`src/hw/iorb_pkg.sv`:
```
// Shared constants for the inertial output register bank
package iorb_pkg;
	// Register byte addresses, 7-bit space, 16-bit words
	localparam logic [6:0] ADDR_ACCEL_Z_FRACTION = 7'h18;
	localparam logic [6:0] ADDR_ACCEL_Z_WORD = 7'h1a;
	localparam logic [6:0] ADDR_DIE_TEMPERATURE = 7'h1c;
	localparam logic [6:0] ADDR_EDGE_ELAPSED_TIME = 7'h1e;
	localparam logic [6:0] ADDR_UPDATE_COUNTER = 7'h22;
	localparam logic [6:0] ADDR_ANGLE_X_LOW = 7'h24;
	localparam logic [6:0] ADDR_ANGLE_X_HIGH = 7'h26;
	// Width of the read address
	localparam int ADDR_W = 7;
	// Sync mode field of the miscellaneous control word
	localparam int MODE_LSB = 2;
	localparam int MODE_MSB = 4;
	localparam logic [2:0] MODE_SCALED_SYNC = 3'h2;
	// Reset values
	localparam logic [15:0] COUNTER_RESET = 16'h0000;
	localparam logic [15:0] WORD_RESET = 16'h0000;
	localparam logic [31:0] ANGLE_RESET = 32'h0000_0000;
	// Time stamp resolution, in ns, and the clock period
	localparam int TS_LSB_NS = 49020;
	localparam int CLK_PERIOD_NS = 8;
	// Longest whole number of cycles inside one stamp count
	localparam int TS_TICK_CYCLES = TS_LSB_NS / CLK_PERIOD_NS;
	// Nominal internal sample rate the angle scale assumes
	localparam int SAMPLE_RATE_SPS = 2000;
	// Gyro rate sample width
	localparam int RATE_W = 24;
endpackage

```
`src/hw/iorb_integrator.sv`:
```
// Trapezoidal delta-angle integrator over one decimation period
`timescale 1ns/1ps
module iorb_integrator #(
	parameter int RATE_W = iorb_pkg::RATE_W
) (
	// Clock and reset
	input wire logic clk,
	input wire logic sys_rst,
	// Reset command, clears the running sum
	input wire logic clear,
	// Pre-decimation rate samples
	input wire logic sample_valid,
	input wire logic signed [RATE_W-1:0] rate,
	input wire logic [15:0] decimation_setting,
	// Finished delta angle
	output logic [31:0] angle_r,
	output logic done_r
);
	// Previous rate sample, carried across periods
	logic signed [RATE_W-1:0] prev_r;
	// Running sum and samples taken so far
	logic [31:0] acc_r;
	logic [15:0] cnt_r;
	// Sum of this and the previous sample, sign extended
	logic [31:0] pair;
	logic [31:0] acc_nxt;
	// Last sample of the period
	logic last;

	// Pair sum and period end; rates arrive prescaled for the
	// Nominal internal sample rate, so no divider is spent here
	always_comb begin
		pair = 32'(rate) + 32'(prev_r);
		acc_nxt = acc_r + pair;
		last = (cnt_r == decimation_setting);
	end

	// Previous sample
	always_ff @(posedge clk or posedge sys_rst) begin
		if (sys_rst) begin
			prev_r <= '0;
		end else if (clear) begin
			prev_r <= '0;
		end else if (sample_valid) begin
			prev_r <= rate;
		end
	end

	// Accumulate; sum restarts after the last sample of each period
	always_ff @(posedge clk or posedge sys_rst) begin
		if (sys_rst) begin
			acc_r <= iorb_pkg::ANGLE_RESET;
			cnt_r <= iorb_pkg::COUNTER_RESET;
		end else if (clear) begin
			acc_r <= iorb_pkg::ANGLE_RESET;
			cnt_r <= iorb_pkg::COUNTER_RESET;
		end else if (sample_valid) begin
			// Decimation setting plus one samples per result
			if (last) begin
				acc_r <= iorb_pkg::ANGLE_RESET;
				cnt_r <= iorb_pkg::COUNTER_RESET;
			end else begin
				acc_r <= acc_nxt;
				cnt_r <= cnt_r + 16'h0001;
			end
		end
	end

	// Result and its one-cycle strobe
	always_ff @(posedge clk or posedge sys_rst) begin
		if (sys_rst) begin
			angle_r <= iorb_pkg::ANGLE_RESET;
			done_r <= 1'b0;
		end else begin
			done_r <= sample_valid && last && !clear;
			if (sample_valid && last && !clear) begin
				angle_r <= acc_nxt;
			end
		end
	end

	// Result appears right after the sample that ends the period
	property p_period_end;
		@(posedge clk) disable iff (sys_rst)
		sample_valid && !clear && (cnt_r == decimation_setting) |=> done_r && angle_r == $past(acc_nxt);
	endproperty
	a_period_end: assert property (p_period_end) else $error("delta angle not produced at period end");

	// No result without a closing sample
	property p_no_early;
		@(posedge clk) disable iff (sys_rst)
		!(sample_valid && cnt_r == decimation_setting) |=> !done_r;
	endproperty
	a_no_early: assert property (p_no_early) else $error("delta angle strobe without period end");
endmodule

```
`src/hw/iorb_top.sv`:
```
// Output register bank: z accel, temperature, time stamp, counter, x delta angle
`timescale 1ns/1ps
module iorb_top #(
	parameter int RATE_W = iorb_pkg::RATE_W,
	// Clock cycles per time stamp count
	parameter int TS_TICK_CYCLES = iorb_pkg::TS_TICK_CYCLES
) (
	// Clock and reset
	input wire logic clk,
	input wire logic sys_rst,
	// Reset command from the control logic
	input wire logic reset_command,
	// Configuration words held elsewhere
	input wire logic [15:0] miscellaneous_control,
	input wire logic [15:0] decimation_setting,
	// Pre-decimation sensor samples
	input wire logic sample_valid,
	input wire logic signed [RATE_W-1:0] gyro_x_rate,
	input wire logic [31:0] accel_z_sample,
	input wire logic [15:0] temperature_sample,
	// External timing pin, asynchronous
	input wire logic sync_pin,
	// Register read port
	input wire logic rd_en,
	input wire logic [iorb_pkg::ADDR_W-1:0] rd_addr,
	output logic [15:0] rd_data_r,
	output logic rd_ack_r,
	// New data loaded
	output logic fresh_sample_pin_r
);
	// Output registers
	logic [31:0] accel_z_r;
	logic [15:0] die_temperature_r;
	logic [15:0] elapsed_time_r;
	logic [15:0] update_counter_r;
	logic [31:0] angle_x_r;
	// Latest sample, staged until the period closes
	logic [31:0] accel_stage_r;
	logic [15:0] temp_stage_r;
	// Sync pin synchroniser and filtered level
	logic sync_s1_r;
	logic sync_s2_r;
	logic sync_s3_r;
	logic sync_level_r;
	logic sync_edge;
	// Time stamp prescaler and running count
	logic [15:0] tick_cnt_r;
	logic [15:0] ts_count_r;
	logic [15:0] ts_stamp_r;
	// Integrator outputs, scaled mode decode and read word
	logic [31:0] angle_sum;
	logic update;
	logic scaled_mode;
	logic [15:0] rd_word;

	// Delta angle integrator
	iorb_integrator #(
		.RATE_W(RATE_W)
	) u_integ (
		.clk(clk),
		.sys_rst(sys_rst),
		.clear(reset_command),
		.sample_valid(sample_valid),
		.rate(gyro_x_rate),
		.decimation_setting(decimation_setting),
		.angle_r(angle_sum),
		.done_r(update)
	);

	// Scaled sync selected by bits 4:2
	assign scaled_mode = (miscellaneous_control[iorb_pkg::MODE_MSB:iorb_pkg::MODE_LSB]
		== iorb_pkg::MODE_SCALED_SYNC);

	// Pin synchroniser; first stage feeds only the second
	always_ff @(posedge clk or posedge sys_rst) begin
		if (sys_rst) begin
			sync_s1_r <= 1'b0;
			sync_s2_r <= 1'b0;
			sync_s3_r <= 1'b0;
		end else begin
			sync_s1_r <= sync_pin;
			sync_s2_r <= sync_s1_r;
			sync_s3_r <= sync_s2_r;
		end
	end

	// Level accepted only when two stages agree, rejecting single glitches
	always_ff @(posedge clk or posedge sys_rst) begin
		if (sys_rst) begin
			sync_level_r <= 1'b0;
		end else if (sync_s2_r == sync_s3_r) begin
			sync_level_r <= sync_s2_r;
		end
	end

	// Rising edge of the accepted level
	assign sync_edge = (sync_s2_r == sync_s3_r) && sync_s2_r && !sync_level_r;

	// Elapsed time since last edge, one count per stamp period
	always_ff @(posedge clk or posedge sys_rst) begin
		if (sys_rst) begin
			tick_cnt_r <= iorb_pkg::WORD_RESET;
			ts_count_r <= iorb_pkg::WORD_RESET;
		end else if (sync_edge) begin
			tick_cnt_r <= iorb_pkg::WORD_RESET;
			ts_count_r <= iorb_pkg::WORD_RESET;
		end else if (tick_cnt_r == 16'(TS_TICK_CYCLES - 1)) begin
			// Wraps after 16 bits; no edge for that long is out of range anyway
			tick_cnt_r <= iorb_pkg::WORD_RESET;
			ts_count_r <= ts_count_r + 16'h0001;
		end else begin
			tick_cnt_r <= tick_cnt_r + 16'h0001;
		end
	end

	// Stamp of the newest sample, so the update carries its last sample's time
	always_ff @(posedge clk or posedge sys_rst) begin
		if (sys_rst) begin
			ts_stamp_r <= iorb_pkg::WORD_RESET;
			accel_stage_r <= iorb_pkg::ANGLE_RESET;
			temp_stage_r <= iorb_pkg::WORD_RESET;
		end else if (sample_valid) begin
			ts_stamp_r <= ts_count_r;
			accel_stage_r <= accel_z_sample;
			temp_stage_r <= temperature_sample;
		end
	end

	// Output load: every word from the same update
	always_ff @(posedge clk or posedge sys_rst) begin
		if (sys_rst) begin
			accel_z_r <= iorb_pkg::ANGLE_RESET;
			die_temperature_r <= iorb_pkg::WORD_RESET;
			elapsed_time_r <= iorb_pkg::WORD_RESET;
			angle_x_r <= iorb_pkg::ANGLE_RESET;
		end else if (update) begin
			accel_z_r <= accel_stage_r;
			die_temperature_r <= temp_stage_r;
			angle_x_r <= angle_sum;
			// Zero outside scaled sync mode
			elapsed_time_r <= scaled_mode ? ts_stamp_r : iorb_pkg::WORD_RESET;
		end
	end

	// Update counter; reset command wins over an update
	always_ff @(posedge clk or posedge sys_rst) begin
		if (sys_rst) begin
			update_counter_r <= iorb_pkg::COUNTER_RESET;
		end else if (reset_command) begin
			update_counter_r <= iorb_pkg::COUNTER_RESET;
		end else if (update) begin
			update_counter_r <= update_counter_r + 16'h0001;
		end
	end

	// Data ready strobe follows each load
	always_ff @(posedge clk or posedge sys_rst) begin
		if (sys_rst) begin
			fresh_sample_pin_r <= 1'b0;
		end else begin
			fresh_sample_pin_r <= update;
		end
	end

	// Read decode; either byte of a word selects it, unmapped reads zero
	always_comb begin
		case (rd_addr[iorb_pkg::ADDR_W-1:1])
			iorb_pkg::ADDR_ACCEL_Z_FRACTION[6:1]: rd_word = accel_z_r[15:0];
			iorb_pkg::ADDR_ACCEL_Z_WORD[6:1]: rd_word = accel_z_r[31:16];
			iorb_pkg::ADDR_DIE_TEMPERATURE[6:1]: rd_word = die_temperature_r;
			iorb_pkg::ADDR_EDGE_ELAPSED_TIME[6:1]: rd_word = elapsed_time_r;
			iorb_pkg::ADDR_UPDATE_COUNTER[6:1]: rd_word = update_counter_r;
			iorb_pkg::ADDR_ANGLE_X_LOW[6:1]: rd_word = angle_x_r[15:0];
			// Signed high word, LSB is full scale over 2^15
			// Full scale follows the range model through the rate prescale
			iorb_pkg::ADDR_ANGLE_X_HIGH[6:1]: rd_word = angle_x_r[31:16];
			default: rd_word = iorb_pkg::WORD_RESET;
		endcase
	end

	// Registered read answer, one cycle after the request
	always_ff @(posedge clk or posedge sys_rst) begin
		if (sys_rst) begin
			rd_data_r <= iorb_pkg::WORD_RESET;
			rd_ack_r <= 1'b0;
		end else begin
			rd_ack_r <= rd_en;
			if (rd_en) begin
				rd_data_r <= rd_word;
			end
		end
	end

	// Counter steps by exactly one on an update
	property p_cnt_inc;
		@(posedge clk) disable iff (sys_rst)
		update && !reset_command |=> update_counter_r == $past(update_counter_r) + 16'h0001;
	endproperty
	a_cnt_inc: assert property (p_cnt_inc) else $error("update counter did not step");

	// Counter holds between updates
	property p_cnt_hold;
		@(posedge clk) disable iff (sys_rst)
		!update && !reset_command |=> $stable(update_counter_r);
	endproperty
	a_cnt_hold: assert property (p_cnt_hold) else $error("update counter moved without update");

	// Reset command clears the counter
	property p_cnt_clear;
		@(posedge clk) disable iff (sys_rst)
		reset_command |=> update_counter_r == 16'h0000;
	endproperty
	a_cnt_clear: assert property (p_cnt_clear) else $error("update counter not cleared");

	// Both accel words come from the staged sample of this update
	property p_accel_pair;
		@(posedge clk) disable iff (sys_rst)
		update |=> accel_z_r == $past(accel_stage_r) && angle_x_r == $past(angle_sum);
	endproperty
	a_accel_pair: assert property (p_accel_pair) else $error("output pair torn across updates");

	// Stamp reads zero outside scaled sync mode
	property p_ts_off;
		@(posedge clk) disable iff (sys_rst)
		update && !scaled_mode |=> elapsed_time_r == 16'h0000;
	endproperty
	a_ts_off: assert property (p_ts_off) else $error("time stamp active outside scaled mode");

	// Edge restarts elapsed time
	property p_ts_edge;
		@(posedge clk) disable iff (sys_rst)
		sync_edge |=> ts_count_r == 16'h0000 && tick_cnt_r == 16'h0000;
	endproperty
	a_ts_edge: assert property (p_ts_edge) else $error("sync edge did not restart time");

	// High accel word read one cycle after request
	property p_rd_accel_hi;
		@(posedge clk) disable iff (sys_rst)
		rd_en && rd_addr[6:1] == iorb_pkg::ADDR_ACCEL_Z_WORD[6:1] |=> rd_ack_r && rd_data_r == $past(accel_z_r[31:16]);
	endproperty
	a_rd_accel_hi: assert property (p_rd_accel_hi) else $error("accel high word read wrong");

	// Angle high word read returns the high half
	property p_rd_angle_hi;
		@(posedge clk) disable iff (sys_rst)
		rd_en && rd_addr == 7'h26 |=> rd_ack_r && rd_data_r == $past(angle_x_r[31:16]);
	endproperty
	a_rd_angle_hi: assert property (p_rd_angle_hi) else $error("angle high word read wrong");

	// Temperature read returns the loaded word
	property p_rd_temp;
		@(posedge clk) disable iff (sys_rst)
		rd_en && rd_addr == 7'h1c |=> rd_data_r == $past(die_temperature_r);
	endproperty
	a_rd_temp: assert property (p_rd_temp) else $error("temperature read wrong");

	// In scaled sync the update carries the last sample's stamp
	property p_ts_on;
		@(posedge clk) disable iff (sys_rst)
		update && scaled_mode |=> elapsed_time_r == $past(ts_stamp_r);
	endproperty
	a_ts_on: assert property (p_ts_on) else $error("time stamp not loaded with update");

	// Counter read returns the live count
	property p_rd_counter;
		@(posedge clk) disable iff (sys_rst)
		rd_en && rd_addr[6:1] == iorb_pkg::ADDR_UPDATE_COUNTER[6:1] |=> rd_ack_r && rd_data_r == $past(update_counter_r);
	endproperty
	a_rd_counter: assert property (p_rd_counter) else $error("update counter read wrong");

	// Accel low word read returns the extra resolution bits
	property p_rd_accel_lo;
		@(posedge clk) disable iff (sys_rst)
		rd_en && rd_addr[6:1] == iorb_pkg::ADDR_ACCEL_Z_FRACTION[6:1] |=> rd_ack_r && rd_data_r == $past(accel_z_r[15:0]);
	endproperty
	a_rd_accel_lo: assert property (p_rd_accel_lo) else $error("accel low word read wrong");

	// Angle low word read returns the low half
	property p_rd_angle_lo;
		@(posedge clk) disable iff (sys_rst)
		rd_en && rd_addr[6:1] == iorb_pkg::ADDR_ANGLE_X_LOW[6:1] |=> rd_ack_r && rd_data_r == $past(angle_x_r[15:0]);
	endproperty
	a_rd_angle_lo: assert property (p_rd_angle_lo) else $error("angle low word read wrong");
endmodule

```
`config.mk`:
```
export PLATFORM = sky130hd
export DESIGN_NAME = iorb_top
export DESIGN_NICKNAME = d
export VERILOG_FILES = /design/src/hw/iorb_pkg.sv /design/src/hw/iorb_integrator.sv /design/src/hw/iorb_top.sv
export SDC_FILE = /design/constraint.sdc
export NUM_CORES = 1
export LEC_CHECK = 0
export BUFFER_PORTS_ARGS = -buffer_cell sky130_fd_sc_hd__buf_2
export CAP_MARGIN = 20
export CORE_MARGIN = 2
export CORE_UTILIZATION = 34
export DETAILED_ROUTE_END_ITERATION = 7
export HOLD_SLACK_MARGIN = 0.12
export SYNTH_ARGS = -nofsm -noshare
export SYNTH_HDL_FRONTEND = slang
export SYNTH_SLANG_ARGS = --single-unit
export TNS_END_PERCENT = 1
```
`constraint.sdc`:
```
create_clock -name clk -period 17.85 [get_ports clk]
set_clock_uncertainty 0.1 [all_clocks]
set_input_delay 2.6775 -clock clk [delete_from_list [all_inputs] [get_ports clk]]
set_output_delay 2.6775 -clock clk [all_outputs]
set_load 0.03 [all_outputs]
```
* After elaboration in Yosys (flattened, before gate mapping)
Index checks and enable logic that the tools add are counted.
** Operators by class
- Add/sub/neg operators :: 6
- $mul :: 0
- Div/mod/pow operators :: 0
- Order comparisons :: 0
- Equality and inequality tests :: 11
- Shift operators :: 0
- Muxes and demuxes :: 16
- Bitwise gates (word level) :: 0
- Reductions and logical operators :: 9
** Operators with widths (number)
- $mux 16 :: 10
- $pmux 16 s7 :: 1
- $mux 32 :: 3
- $add 16x1->16 const B :: 4
- $mux 24 :: 2
- $add 32x32->32 :: 1
- $add 24x24->25 :: 1
- $eq 6x4->1 const B :: 4
- $eq 6x5->1 const B :: 3
- $eq 16x13->1 const B :: 1
- $eq 16x16->1 :: 1
- $reduce_bool 2->1 :: 3
- $logic_and 1x1->1 :: 4
- $eq 3x2->1 const B :: 1
- $logic_not 1->1 :: 2
- $eq 1x1->1 :: 1
** Word-level totals
- Register bits after elaboration :: 335
- Latch bits :: 0
- Bits in writable memories :: 0
- Bits in read-only memories :: 0
- Logic and storage cells :: 64
- Memories kept :: 0

* Logic depth before layout (Yosys ltp)
- Word-level depth :: 5
- Depth in mapped cells :: 22

* Hierarchy
From an unflattened synthesis, not the netlist that was laid out.
** Second synthesis, totals
- Cell total of the unflattened synthesis :: 1499
- Area, all modules :: 16965.0 µm²
** By module, submodules not included
- iorb_top :: instances 1, cells each 806, area each 9979.6 µm²
- iorb_integrator :: instances 1, cells each 693, area each 6985.4 µm²

* Least setup slack after synthesis
OpenSTA, ideal clock, no wires.
- Kind :: in2reg
- Start :: input gyro_x_rate[8]
- End :: register u_integ.acc_r[29]
- Arrival time :: 6.444 ns
- Required time :: 17.615 ns
- Slack :: 11.171 ns
- Stages :: 19
- Path buffers :: 0
- Path through :: ha_1 a21o_1 a21o_1 a211oi_2 a21oi_1 or4_4 a31oi_4 o21ai_1 a21boi_1 xnor2_1 ha_1 inv_1 o21bai_1 a21oi_1 nor2b_1 or4b_2 o21ai_0 xor2_1 o21ai_0
** On the way
- Word-level cells in the longest chain between the ends :: 5
** RTL lines
- start, declared :: RTL line iorb_top.sv:18 : input wire logic signed [RATE_W-1:0] gyro_x_rate,
- $add 24x24->25 :: RTL line iorb_integrator.sv:33 : pair = 32'(rate) + 32'(prev_r);
- $add 32x32->32 :: RTL line iorb_integrator.sv:34 : acc_nxt = acc_r + pair;
- $mux 32 :: RTL line iorb_integrator.sv:59 : if (last) begin
- $mux 32 :: RTL line iorb_integrator.sv:57 : end else if (sample_valid) begin
- $mux 32 :: RTL line iorb_integrator.sv:54 : end else if (clear) begin
- end signal, assigned :: RTL line iorb_integrator.sv:55 : acc_r <= iorb_pkg::ANGLE_RESET;
- end signal, assigned :: RTL line iorb_integrator.sv:60 : acc_r <= iorb_pkg::ANGLE_RESET;
- end signal, assigned :: RTL line iorb_integrator.sv:63 : acc_r <= acc_nxt;
- end, declared :: RTL line iorb_integrator.sv:22 : logic [31:0] acc_r;
No other way between the ends. The select of a mux whose other input is x is not followed.
A chain may end at the register's enable or synchronous reset.

* Worst setup path after layout
- Start :: input gyro_x_rate[0]
- End :: register u_integ.acc_r[29]
The elaborated chain is that of the path after synthesis.

==> run_results.csv <==
group,metric,value,unit
pwr,pwr-share-comb,21.4,%
pwr,clock_power_share,39.2,%
critical_path,cp_num_buf_inv,2,
pwr,irDropWorstVdd,58.3,uV
synthesis,synth.distinct_cells,66,
placed_design,dp_cells,2186,
floorplan,die-area,0.0508,mm2
critical_path,cp-start-kind,"input port",
placed_design,globalplace.congestion,0.811,
critical_path,criticalPathCategory,"in2reg",
final_layout,layout-drive-gt1-share,24.4,%
routing,wirelength,38900,um
routing,first_iter_violations,677,
routing,drt-pass1-iter-count,6,
clocking,cts_setup_buffers,0,
synthesis,ys_warn_count,0,
sta,rsz0062_at_grt,"no",
sta,fin_crit,7.01,ns
global_routing,antenna_found_initial,2,
floorplan,row_count,81,
floorplan,core,0.0486,mm2
sta,setup_violations,0,
clocking,tritoncts.num_buffers,40,
synthesis,ys_seq_area_share,50.3,%
sta,hold_viol_final,0,
clocking,ctsHoldBuffers,0,
routing,avgViaCountPerCell,5.09,
critical_path,cp_max_fo,4,
clocking,cts_tree,"yes",
synthesis,synth_seq_cells,335,
synthesis,synthArstFlopShare,100,%
final_layout,area_growth,15.8,%
clocking,cts_root_buffer,"clkbuf_16",
clocking,ctsHtreeMaxLevel,2,
floorplan,initial_core_util,34.2,%
synthesis,syn-cell-area,0.0167,mm2
clocking,clock-sinks,335,
synthesis,avgSynthCellArea,11.1,um2
worst_hold_path,hold_class,"reg2reg",
pwr,powerDensity,110,mW/mm2
synthesis,syn_inst,1498,
run,maxCapViolCount,0,
outcome,status,"complete, no violations",
clocking,clk_latency,0.56,ns
clocking,cts_resized,0,
critical_path,critPathTopFamily,"compound AO/OA/AOI/OAI gates",
pwr,switching_power,0.000630,W
floorplan,die_h,225,um
critical_path,crit_arrival,7.33,ns
global_routing,grt_overflow,0,
routing,ant_nets,0,
global_routing,grt_pass1_vias,11800,
pwr,p_int,0.00148,W
clocking,clockBufferDepth,3,
synthesis,synth_top_area_share,50.3,%
pwr,leakagePower,9.14,nW
routing,vias,11500,
floorplan,num_io_pins,135,
routing,post_drt_wl_per_cell,17.2,um
pwr,swShare,29.8,%
sta,relSlewSlack,26.0,%
clocking,clkTransAtPathRegs,0.05,ns
critical_path,path_cells,"buf_2 > ha_1 > inv_1 > fa_1 > nand2b_1 > a21oi_1 > o21ai_0 > o21ai_0 > a21oi_1 > nand2b_1 > a21o_1 > a21oi_1 > xnor2_1 > ha_1 > a21oi_1 > o21bai_1 > a21oi_1 > nor2b_1 > or4b_2 > o21ai_0 > xor2_1 > o21ai_0",
synthesis,synth_enable_flop_cells,0,
placed_design,portBuffers,120,
global_routing,grt_usage,15.5,%
critical_path,endpoint_kind,"flip-flop",
placed_design,dp_hpwl,26900,um
global_routing,grt_max_degree,138,
critical_path,critPathMostFrequentCell,"a21oi_1",
synthesis,yosysTopAreaCell,"dfrtp_1",
sta,finalCritPeriodShare,39.3,%
synthesis,synth_flop_cell,"dfrtp_1",
routing,drc,0,
critical_path,cpPeakStageDelay,0.59,ns
synthesis,yosys-top-cells-area,"dfrtp_1, mux2_2, ha_1",
synthesis,synth_fp_nets,1683,
critical_path,required,18.17,ns
sta,slew_viol_final,0,
final_layout,nNetsFinal,1794,
sta,max_freq,143,MHz
pwr,sequentialPowerShare,39.4,%
floorplan,die_x,225,um
final_layout,fin_cells,2262,
critical_path,slowest_stage,"or4b_2",
sta,tns,0,ns
global_routing,grt_pass1_wl,63100,um
sta,tightestPinTransition,1.11,ns
## cell usage after synthesis, types with 4 or more instances
cell type,instances
a211oi_1,6
nor2_1,134
o31ai_1,4
nor3_1,14
a22o_1,35
or3_1,9
dfrtp_1,335
a21o_1,19
o21ai_0,63
o211ai_1,5
a22oi_1,30
mux2i_1,34
ha_1,66
inv_1,54
or2_2,4
nand2b_1,10
o22ai_1,17
and3_1,14
xnor2_1,61
and2_1,4
mux2_2,177
o21a_1,4
xor2_1,52
nand4_1,27
buf_2,4
nand2_1,95
nor2b_1,9
nand3b_1,5
a211o_1,4
a21oi_1,70
clkbuf_1,59
o21bai_1,7
nand3_1,21
## per-stage QoR
stage          util, %  hold WS (ns)  worst slack, ns  area, um2  power, W
3_5_place_dp      36.8         0.246            10.21      17900   0.00130
6_report          39.6         0.253            10.84      19300   0.00211
5_1_grt           39.6         0.265            10.55      19300   0.00223
2_1_floorplan        -         0.231             5.79      16700   0.00118
4_1_cts           39.6         0.260            10.81      19300   0.00214
3_3_place_gp      36.8         0.236            10.30      17900   0.00129
## layout by cell type, fill, tap and decap left out, types with 21 or more instances in the layout
cell type,synthesis,layout
nand2_1,95,95
nand4_1,27,27
nor2_1,134,133
nand3_1,21,21
o21ai_0,63,63
a22oi_1,30,30
mux2i_1,34,34
mux2_2,177,177
buf_2,4,119
a21oi_1,70,70
ha_1,66,66
a22o_1,35,35
inv_1,54,53
xor2_1,52,52
xnor2_1,61,61
dfrtp_1,335,334
clkbuf_16,0,41
## final timing paths
kind                                   start                 end  slack [ns]  cells past startpoint
min in group asynchronous            sys_rst  u_integ.prev_r[14]        2.25                      2
setup reg to reg           u_integ.prev_r[0]   u_integ.acc_r[29]       12.72                     21
max in group asynchronous            sys_rst   accel_stage_r[25]       13.88                      3
hold reg to reg                    sync_s1_r           sync_s2_r        0.25                      0
hold / removal                     sync_s1_r           sync_s2_r        0.25                      0
setup / recovery              gyro_x_rate[0]   u_integ.acc_r[29]       10.84                     22
## registers in the layout, indices dropped and copies added, names as in the netlist, 16 cells and up
register / count
accel_stage_r: 32
accel_z_r: 32
angle_x_r: 32
u_integ.acc_r: 32
u_integ.angle_r: 32
u_integ.prev_r: 24
die_temperature_r: 16
elapsed_time_r: 16
rd_data_r: 16
temp_stage_r: 16
tick_cnt_r: 16
ts_count_r: 16
ts_stamp_r: 16
u_integ.cnt_r: 16
update_counter_r: 16
## cell type report
type / instances / area [um2]
fill: 4714 / 29400
sequential: 335 / 8390
multi-input combinational: 1044 / 7850
clock buffer: 51 / 1090
tap: 622 / 778
timing repair buffer: 134 / 712
clock inverter: 20 / 251
inverter: 54 / 210
antenna: 2 / 5.00
## kinds of logic after synthesis
group / share of synthesized area (%)
AO/OA/AOI/OAI: 11.7
XOR/XNOR: 5.94
adder cells (fa/ha/maj): 5.20
buffers and inverters: 2.71
flip-flops: 50.3
multiplexers: 14.0
AND/OR/NAND/NOR: 10.2
## power by group through the flow
stage,Sequential (W),Combinational (W),Clock [W]
final,0.000833,0.000452,0.000827
after global routing,0.000838,0.000505,0.000884
after CTS,0.000833,0.000456,0.000852
after detailed placement,0.000845,0.000453,0
after global placement,0.000844,0.000445,0
after floorplan,0.000838,0.000342,0
## layer usage
| layer | up-vias | part of all wire, % | track usage, % |
|---|---|---|---|
| met3 | 70 | 3.4 | 2.28 |
| met5 | - | 0 | 0 |
| met4 | 0 | 2.9 | 5.81 |
| met1 | 5718 | 45 | 20.0 |
| met2 | 180 | 48 | 26.2 |
| li1 | 5553 | - | - |
Note: power is estimated with default switching activity, not from simulation.
